--- src/rtl/query_rom_regs.vh ---
// constants of the extended query table and of its register window
// assumes word-addressed Avalon-MM access and a 50 MHz ref_clk
`ifndef QUERY_ROM_REGS_VH
`define QUERY_ROM_REGS_VH

// query table addresses
`define QA_SIG0        9'h10A
`define QA_SIG1        9'h10B
`define QA_SIG2        9'h10C
`define QA_VER_MAJOR   9'h10D
`define QA_VER_MINOR   9'h10E
`define QA_FEAT0       9'h10F
`define QA_FEAT1       9'h110
`define QA_FEAT2       9'h111
`define QA_FEAT3       9'h112
`define QA_SUSP_FUNC   9'h113
`define QA_BLK_MASK0   9'h114
`define QA_BLK_MASK1   9'h115
`define QA_VCC_PE      9'h116

// query table contents
`define QV_SIG0        8'h50
`define QV_SIG1        8'h52
`define QV_SIG2        8'h49
`define QV_VER_MAJOR   8'h31
`define QV_VER_MINOR   8'h35
`define QV_FEAT0       8'hE6
`define QV_FEAT1       8'h01
`define QV_FEAT2       8'h00
`define QV_FEAT3       8'h00
`define QV_SUSP_FUNC   8'h01
`define QV_BLK_MASK0   8'h03
`define QV_BLK_MASK1   8'h00
`define QV_VCC_PE      8'h30
`define QV_NONE        8'h00

// widths
`define QADDR_W        9
`define DQ_W           16
`define QBYTE_W        8
`define BUS_AW         3
`define BUS_DW         32
`define SYNC_STAGES    3

// register word indices
`define REG_CTRL       3'h0
`define REG_QADDR      3'h1
`define REG_QDATA      3'h2
`define REG_STATUS     3'h3
`define REG_PIN_CNT    3'h4
`define REG_FEATURES   3'h5

// field positions
`define CTRL_QUERY_BIT 0
`define CTRL_SUSP_BIT  1
`define ST_QUERY_BIT   0
`define ST_SUSP_BIT    1
`define ST_PIN_BIT     2
`define FEAT_MORE_BIT  31

// reset values
`define CTRL_RST       2'h0
`define QADDR_RST      9'h10A
`define PIN_CNT_RST    16'h0000
`define ZERO32         32'h0000_0000
`define ZERO16         16'h0000

`endif

--- src/rtl/flash_extended_query_rom.v ---
// extended query table of a parallel flash, with pin-side query reads and
// an Avalon-MM register window; assumes one 50 MHz clock and async pins
//
// The Avalon-MM interface to the registers and the register addresses are this design's own decisions.
`timescale 1ns/1ps
`include "query_rom_regs.vh"

////////////////////////////////////////////////////////////////////////////////
// How it works
// - query reads at 10Ah..10Ch return signature bytes 50h 52h 49h
// - query address 10Dh returns major version character 31h
// - query address 10Eh returns minor version character 35h
// - feature field is four bytes, least significant first, 1 means supported
// - low feature byte at 10Fh reads E6h
// - second feature byte at 110h reads 01h
// - feature bits 11 to 29 and undefined bits read zero
// - feature bit 31 set means another field follows; host parses only then
// - while suspended, status and query reads stay available; array reads return the status byte
// - suspend-functions byte at 113h reads 01h, upper bits zero
// - block status mask at 114h/115h reads 0003h
// - block status mask bits 2 to 15 read zero
// - byte at 116h reads 30h, meaning 3.0 volts
module flash_extended_query_rom
#(
   parameter [7:0] FEAT_TOP_BYTE = `QV_FEAT3,
   parameter       PIN_CNT_W     = 16
)
(
   input  wire                 ref_clk,
   input  wire                 rst_n,
   input  wire                 clk_en,
   // avalon-mm slave
   input  wire [2:0]           address,
   input  wire                 read,
   input  wire                 write,
   input  wire [31:0]          writedata,
   output reg  [31:0]          readdata,
   output reg                  waitrequest,
   // flash pins
   input  wire [8:0]           pin_addr,
   input  wire                 pin_ce_n,
   input  wire                 pin_oe_n,
   output reg  [15:0]          dq_out,
   output reg                  dq_oe,
   // array and status sources from same-clock logic
   input  wire [15:0]          array_rdata,
   input  wire [7:0]           status_byte
);

   localparam PIN_W = `QADDR_W + 2;
   localparam [8:0] QADDR_STEP = 9'h001;
   localparam [PIN_CNT_W-1:0] PIN_CNT_STEP = {{(PIN_CNT_W-1){1'b0}}, 1'b1};

   // pin read states
   localparam [1:0] PS_IDLE  = 2'b00;
   localparam [1:0] PS_DRIVE = 2'b01;
   localparam [1:0] PS_HOLD  = 2'b10;

   // bus answer states
   localparam BS_WAIT = 1'b0;
   localparam BS_ACK  = 1'b1;

   reg  [1:0]               ctrl_reg;
   reg  [1:0]               ctrl_next;
   reg  [8:0]               qaddr_reg;
   reg  [8:0]               qaddr_next;
   reg  [PIN_CNT_W-1:0]     pin_cnt_reg;
   reg  [PIN_CNT_W-1:0]     pin_cnt_next;
   reg  [1:0]               pstate_reg;
   reg  [1:0]               pstate_next;
   reg                      bstate_reg;
   reg                      bstate_next;
   reg  [31:0]              rdata_next;
   reg  [15:0]              dq_next;
   reg                      dq_oe_next;

   wire [PIN_W-1:0]         pin_raw;
   wire [PIN_W-1:0]         pin_stable;
   wire [8:0]               pin_addr_s;
   wire                     pin_ce_n_s;
   wire                     pin_oe_n_s;
   wire                     pin_read;
   wire [7:0]               bus_qbyte;
   wire [7:0]               pin_qbyte;
   wire [31:0]              feat_word;
   wire                     query_mode;
   wire                     suspended;
   wire                     req;
   wire                     wr_take;

   ////////////////////////////////////////////////////////////////////////////
   // pin input synchronisers: a change counts once stages two and three agree

   assign pin_raw = {pin_oe_n, pin_ce_n, pin_addr};

   genvar gi;
   generate
      for (gi = 0; gi < PIN_W; gi = gi + 1)
      begin : g_pin_sync
         reg [`SYNC_STAGES-1:0] sync_reg;
         reg                    stable_reg;
         always @(posedge ref_clk or negedge rst_n)
         begin
            if (!rst_n)
            begin
               sync_reg   <= {`SYNC_STAGES{1'b1}};
               stable_reg <= 1'b1;
            end
            else if (clk_en)
            begin
               sync_reg <= {sync_reg[`SYNC_STAGES-2:0], pin_raw[gi]};
               if (sync_reg[`SYNC_STAGES-2] == sync_reg[`SYNC_STAGES-1])
                  stable_reg <= sync_reg[`SYNC_STAGES-1];
            end
         end
         assign pin_stable[gi] = stable_reg;
      end
   endgenerate

   assign pin_addr_s = pin_stable[`QADDR_W-1:0];
   assign pin_ce_n_s = pin_stable[`QADDR_W];
   assign pin_oe_n_s = pin_stable[`QADDR_W+1];
   assign pin_read   = ~pin_ce_n_s & ~pin_oe_n_s;

   ////////////////////////////////////////////////////////////////////////////
   // table lookups for the bus port and the pin port

   query_byte_lut
   #(
      .FEAT_TOP_BYTE (FEAT_TOP_BYTE)
   )
   u_bus_lut
   (
      .qaddr (qaddr_reg),
      .qbyte (bus_qbyte)
   );

   query_byte_lut
   #(
      .FEAT_TOP_BYTE (FEAT_TOP_BYTE)
   )
   u_pin_lut
   (
      .qaddr (pin_addr_s),
      .qbyte (pin_qbyte)
   );

   // assembled feature field, least significant byte at the lowest address
   assign feat_word = {FEAT_TOP_BYTE, `QV_FEAT2, `QV_FEAT1, `QV_FEAT0};

   assign query_mode = ctrl_reg[`CTRL_QUERY_BIT];
   assign suspended  = ctrl_reg[`CTRL_SUSP_BIT];

   ////////////////////////////////////////////////////////////////////////////
   // pin read path

   always @*
   begin
      pstate_next  = pstate_reg;
      dq_next      = dq_out;
      dq_oe_next   = 1'b0;
      pin_cnt_next = pin_cnt_reg;
      case (pstate_reg)
         PS_IDLE:
         begin
            if (pin_read)
            begin
               pstate_next  = PS_DRIVE;
               pin_cnt_next = pin_cnt_reg + PIN_CNT_STEP;
            end
         end
         PS_DRIVE:
         begin
            dq_oe_next = 1'b1;
            // suspend turns array reads into status byte reads; query mode still wins
            if (query_mode)
               dq_next = {8'h00, pin_qbyte};
            else if (suspended)
               dq_next = {8'h00, status_byte};
            else
               dq_next = array_rdata;
            pstate_next = PS_HOLD;
         end
         PS_HOLD:
         begin
            dq_oe_next = pin_read;
            if (pin_read)
            begin
               if (query_mode)
                  dq_next = {8'h00, pin_qbyte};
               else if (suspended)
                  dq_next = {8'h00, status_byte};
               else
                  dq_next = array_rdata;
            end
            else
               pstate_next = PS_IDLE;
         end
         default:
         begin
            pstate_next = PS_IDLE;
         end
      endcase
   end

   ////////////////////////////////////////////////////////////////////////////
   // avalon-mm slave: one wait cycle, then the answer cycle

   assign req     = read | write;
   assign wr_take = write & (bstate_reg == BS_ACK);

   always @*
   begin
      bstate_next = bstate_reg;
      rdata_next  = readdata;
      case (bstate_reg)
         BS_WAIT:
         begin
            if (req)
            begin
               bstate_next = BS_ACK;
               if (read)
               begin
                  rdata_next = `ZERO32;
                  case (address)
                     `REG_CTRL:
                        rdata_next = {30'h0000_0000, ctrl_reg};
                     `REG_QADDR:
                        rdata_next = {23'h00_0000, qaddr_reg};
                     `REG_QDATA:
                     begin
                        if (query_mode)
                           rdata_next = {`ZERO16, 8'h00, bus_qbyte};
                        else if (suspended)
                           rdata_next = {`ZERO16, 8'h00, status_byte};
                        else
                           rdata_next = {`ZERO16, array_rdata};
                     end
                     `REG_STATUS:
                        rdata_next = {29'h0000_0000, pin_read, suspended, query_mode};
                     `REG_PIN_CNT:
                        rdata_next = {{(32-PIN_CNT_W){1'b0}}, pin_cnt_reg};
                     `REG_FEATURES:
                        rdata_next = feat_word;
                     default:
                        rdata_next = `ZERO32;
                  endcase
               end
            end
         end
         BS_ACK:
         begin
            bstate_next = BS_WAIT;
         end
         default:
         begin
            bstate_next = BS_WAIT;
         end
      endcase
   end

   ////////////////////////////////////////////////////////////////////////////
   // register writes and the query address auto-increment on data reads in query mode

   always @*
   begin
      ctrl_next  = ctrl_reg;
      qaddr_next = qaddr_reg;
      if (wr_take)
      begin
         case (address)
            `REG_CTRL:
               ctrl_next = writedata[1:0];
            `REG_QADDR:
               qaddr_next = writedata[`QADDR_W-1:0];
            default:
               ctrl_next = ctrl_reg;
         endcase
      end
      else if (read && bstate_reg == BS_ACK && address == `REG_QDATA && query_mode)
         qaddr_next = qaddr_reg + QADDR_STEP;
   end

   ////////////////////////////////////////////////////////////////////////////
   // control registers

   always @(posedge ref_clk or negedge rst_n)
   begin
      if (!rst_n)
      begin
         ctrl_reg  <= `CTRL_RST;
         qaddr_reg <= `QADDR_RST;
      end
      else if (clk_en)
      begin
         ctrl_reg  <= ctrl_next;
         qaddr_reg <= qaddr_next;
      end
   end

   ////////////////////////////////////////////////////////////////////////////
   // bus answer registers

   always @(posedge ref_clk or negedge rst_n)
   begin
      if (!rst_n)
      begin
         bstate_reg  <= BS_WAIT;
         readdata    <= `ZERO32;
         waitrequest <= 1'b1;
      end
      else if (clk_en)
      begin
         bstate_reg  <= bstate_next;
         readdata    <= rdata_next;
         waitrequest <= ~(bstate_reg == BS_WAIT && req);
      end
   end

   ////////////////////////////////////////////////////////////////////////////
   // pin read registers

   always @(posedge ref_clk or negedge rst_n)
   begin
      if (!rst_n)
      begin
         pin_cnt_reg <= `PIN_CNT_RST;
         pstate_reg  <= PS_IDLE;
         dq_out      <= `ZERO16;
         dq_oe       <= 1'b0;
      end
      else if (clk_en)
      begin
         pin_cnt_reg <= pin_cnt_next;
         pstate_reg  <= pstate_next;
         dq_out      <= dq_next;
         dq_oe       <= dq_oe_next;
      end
   end

endmodule // flash_extended_query_rom

--- src/rtl/query_byte_lut.v ---
// lookup of one byte of the extended query table by query address
// assumes a stable address from registered logic; purely combinational
`timescale 1ns/1ps
`include "query_rom_regs.vh"

module query_byte_lut
#(
   parameter [7:0] FEAT_TOP_BYTE = `QV_FEAT3
)
(
   input  wire [8:0] qaddr,
   output reg  [7:0] qbyte
);

   always @*
   begin
      case (qaddr)
         `QA_SIG0:      qbyte = `QV_SIG0;
         `QA_SIG1:      qbyte = `QV_SIG1;
         `QA_SIG2:      qbyte = `QV_SIG2;
         `QA_VER_MAJOR: qbyte = `QV_VER_MAJOR;
         `QA_VER_MINOR: qbyte = `QV_VER_MINOR;
         `QA_FEAT0:     qbyte = `QV_FEAT0;
         `QA_FEAT1:     qbyte = `QV_FEAT1;
         `QA_FEAT2:     qbyte = `QV_FEAT2;
         `QA_FEAT3:     qbyte = FEAT_TOP_BYTE;
         `QA_SUSP_FUNC: qbyte = `QV_SUSP_FUNC;
         `QA_BLK_MASK0: qbyte = `QV_BLK_MASK0;
         `QA_BLK_MASK1: qbyte = `QV_BLK_MASK1;
         `QA_VCC_PE:    qbyte = `QV_VCC_PE;
         default:       qbyte = `QV_NONE;
      endcase
   end

endmodule // query_byte_lut

--- config.mk ---
export PLATFORM = sky130hd
export DESIGN_NAME = flash_extended_query_rom
export DESIGN_NICKNAME = d
export VERILOG_FILES = /design/src/rtl/flash_extended_query_rom.v /design/src/rtl/query_byte_lut.v
export VERILOG_INCLUDE_DIRS = /design/src /design/src/rtl
export SDC_FILE = /design/constraint.sdc
export NUM_CORES = 1
export LEC_CHECK = 0
export BUFFER_PORTS_ARGS = -buffer_cell sky130_fd_sc_hd__buf_2
export CORE_MARGIN = 1.5
export CORE_UTILIZATION = 55
export CTS_BUF_LIST = sky130_fd_sc_hd__clkbuf_8
export DETAILED_ROUTE_END_ITERATION = 8
export PLACE_DENSITY_LB_ADDON = 0.1
export RECOVER_POWER = 25
export SLEW_MARGIN = 20
export SYNTH_ARGS = -nofsm -noshare
export SYNTH_HDL_FRONTEND = slang
export SYNTH_SLANG_ARGS = --single-unit
--- constraint.sdc ---
create_clock -name ref_clk -period 2.2 [get_ports ref_clk]
set_input_delay 0 -clock ref_clk [delete_from_list [all_inputs] [get_ports ref_clk]]
set_output_delay 0 -clock ref_clk [all_outputs]
set_load 0.05 [all_outputs]
==> Implementation_results.wiki <==
{| class="wikitable"
! Metric !! Value
|-
| Result of the run || finished clean
|-
| Post-synth top area share || 26.1%
|-
| Filler instances || 870
|-
| Yosys top cell by area || dfrtp_1
|-
| Critical Path Max Stage Delay || 0.49 ns
|-
| Final period utilization || 84.5%
|-
| Sequential element share of the synthesized area || 48.1%
|-
| Compound-gate portion of the synthesized area || 15.2%
|-
| Power density normalized to cell area || 982 nW/µm²
|-
| Leading cell types by count after synthesis || nand2_1 (66), dfrtp_1 (60), o21ai_0 (49)
|-
| Residual DRC || 0
|-
| Cell area after synthesis || 5740 µm²
|-
| Die extent in x || 105 µm
|-
| Synth Instances || 579
|-
| Peak supply drop || 0.000746 V
|-
| Number of top-level design ports || 125
|-
| GRT Util Overall || 23.6%
|-
| Synthesized flop and latch total || 108
|-
| Clock tree from TritonCTS || built
|-
| Endpoint kind of the worst setup timing path || flop
|-
| Antenna violations before repair || 0
|-
| Final net count || 762
|-
| First DRT Iteration DRCs || 232
|-
| CP Launch Type || flop
|-
| Worst-case headroom to the max-slew limit || 31.9%
|-
| Cell types occupying the most area after synthesis || dfrtp_1 (26%), dfstp_2 (22%), mux2_2 (7.6%)
|-
| Most common cell in the synthesized netlist || nand2_1
|-
| Leftover overflow at the end of global routing || 0
|-
| Worst-margin pin slew || 1.02 ns
|-
| Setup repair after global routing missed its margin || no
|-
| Total number of yosys warnings || 0
|-
| Worst endpoint required time || 2.45 ns
|-
| Yosys cell types || 64
|-
| Number of maximum-capacitance constraint violations || 0
|-
| Number of routed nets with antenna violations || 0
|-
| Vias per cell || 5.58
|-
| Max H-tree Level || 3
|-
| Number of buffers added by the clock tree synthesis step || 9
|-
| Min cycle time layout || 1.86 ns
|-
| Total clock sinks || 108
|-
| Post-CTS clock slew at the launch and capture registers of the worst setup and hold paths || 0.10 ns
|-
| Min-delay worst type || in -> reg
|-
| Mean cell area of the mapped netlist || 9.92 µm²
|-
| Setup slack after layout || 0.341 ns
|-
| Post CTS Setup Buffer Count || 0
|-
| Max reg flops || 33
|-
| N_diodes || 0
|-
| Post-synthesis share of cell area spent on xor and xnor gates || 2.44%
|-
| Crit-path slowest cell || dfrtp_1
|-
| Via count || 4,576
|-
| Number of global-route vias before repair || 4,337
|-
| Async set or reset register ratio after synthesis || 100%
|-
| Flip-flop cell with the highest count after synthesis || dfrtp_1
|-
| Maximum number of pins on one net before global-route repair || 67
|-
| Ratio of cells with drive above 1 in the final layout || 30.4%
|-
| Final std cells w/o fill || 820
|-
| Final TNS setup || 0 ns
|-
| Buffer levels on the longest clock path || 2
|-
| Row count || 37
|-
| Power, Total || 0.00655 W
|-
| F_max || 538 MHz
|-
| CORE AREA || 10,200 µm²
|-
| Wire length of the first global-routing pass || 20,900 µm
|-
| Static power due to leakage || 2.92 nW
|-
| Cell Count Post-Placement || 773
|-
| Fin. max-slew vios || 0
|-
| Area added between synthesis and finish || 16.2%
|-
| Total length of routed wires || 12,600 µm
|-
| Overall die area || 11,100 µm²
|-
| Number of setup violations in the final report || 0
|-
| Effective utilization at floorplan || 56.1%
|-
| Place WS || 0.363 ns
|-
| TritonRoute pass-1 iters || 5
|-
| Worst-Skew Late Latency || 0.36 ns
|-
| Crit path DAT || 2.11 ns
|-
| Die boundary height || 105 µm
|-
| Adder and majority cell fraction of the synthesized area || 1.74%
|-
| Post-Route Utilization || 65.2%
|-
| Clock tree root buffer cell || clkbuf_8
|-
| Routed length per placed instance || 15.3 µm
|-
| Setup CP Type || reg -> reg
|-
| Quantity of I/O buffers inserted on ports || 85
|-
| Post-synthesis simple-gate area fraction || 17.6%
|-
| Multiplexer fraction of the synthesized cell area || 9.04%
|-
| Number of gates given a new drive strength after cts || 0
|-
| Crit path cell chain || ha_1 > nor2b_1 > o21ai_0 > o311a_1 > nor3_1 > o32a_1
|-
| Global placement routability congestion || 0.848
|-
| Final Hold Fails || 0
|-
| Combinational family with the most area after synthesis || simple AND/OR/NAND/NOR gates
|-
| Max Clock Skew || 0.00806 ns
|-
| Number of flops mapped to enable cells by yosys || 0
|-
| Half-perimeter wire length after placement || 9120 µm
|-
| Maximum net fanout on the critical path || 10
|}
==> cell type report <==
| type | count | area (µm²) | share of cell area, % |
|---|---|---|---|
| inverter | 9 | 33.8 | 0.506 |
| timing repair buffer | 124 | 805 | 12.1 |
| clock inverter | 6 | 55.1 | 0.825 |
| multi-input combinational | 427 | 2710 | 40.6 |
| sequential | 108 | 2760 | 41.4 |
| tap | 136 | 170 | 2.55 |
| clock buffer | 10 | 138 | 2.06 |
==> routing by layer <==
metal  share of wire [%]  track usage, %  vias up
met5                   0               0        -
li1                    -               -     2206
met3                 4.7            2.62       12
met2                  47            38.1      165
met1                  47            33.9     2193
met4                 1.1            6.46        0
==> kinds of logic after synthesis <==
kind of cell / after synthesis
compound gates: 144
mux: 47
fa+ha+maj: 8
other cells: 1
xor+xnor: 16
buf+inv: 59
flops: 108
simple gates: 196
==> per-stage QoR <==
stage               instance area (µm²)  hold WS [ns]
floorplan                          5800        -0.296
global placement                   6180        -0.114
detailed placement                 6180        -0.114
CTS                                6680        0.0268
global route                       6670        0.0843
finish                             6670        0.0479
==> cell usage in the layout, fill, tap and decap left out, types with 6 or more instances in the layout <==
master / synthesis / final
nor2b_1: 8 / 8
inv_1: 9 / 12
o21ai_0: 49 / 49
ha_1: 8 / 8
mux2i_1: 8 / 8
and3_1: 7 / 7
nand3_1: 17 / 17
dfrtp_1: 60 / 60
buf_4: 19 / 6
a32oi_1: 7 / 7
mux2_2: 39 / 39
nand2b_1: 16 / 16
nor2_1: 42 / 42
a21oi_1: 44 / 44
xnor2_1: 11 / 11
clkbuf_8: 0 / 10
dlygate4sd3_1: 0 / 31
nor3_1: 7 / 7
buf_2: 16 / 84
nand2_1: 66 / 66
dfstp_2: 48 / 48
a31oi_1: 6 / 6
conb_1: 1 / 16
nand4_1: 8 / 8
==> report_power, final <==
group	internal [W]	total, W	switching [W]
Sequential	0.00255	0.00300	0.000448
Combinational	0.000779	0.00235	0.00157
Clock	0.000549	0.00121	0.000656
Total	0.00388	0.00655	0.00268
==> worst max-delay path, delay by kind of cell (launching register included) <==
kind,cells,cell delay (ns)
compound gates,3,0.71
flops,1,0.49
simple gates,2,0.22
fa+ha+maj,1,0.33
==> timing repair <==
item	in CTS	in global routing
endpoints found under the setup margin	0	0
endpoints found under the hold margin	99	0
hold buffers	31	0
==> path summary, 6_finish.rpt <==
check	start	end	slack [ns]	depth (start not counted)
worst min-delay path	writedata[6]	qaddr_reg[6]$_DFFE_PN0P_	0.05	4
min in group asynchronous	rst_n	dq_oe$_DFFE_PN0P_	0.32	2
max in group asynchronous	rst_n	readdata[1]$_DFFE_PN0P_	0.68	3
worst min register to register	dq_out[14]$_DFFE_PN0P_	dq_out[14]$_DFFE_PN0P_	0.48	2
worst max-delay path	qaddr_reg[0]$_DFFE_PN0P_	readdata[0]$_DFFE_PN0P_	0.34	6
worst max register to register	qaddr_reg[0]$_DFFE_PN0P_	readdata[0]$_DFFE_PN0P_	0.34	6
Power figures use the tool's default switching activity.
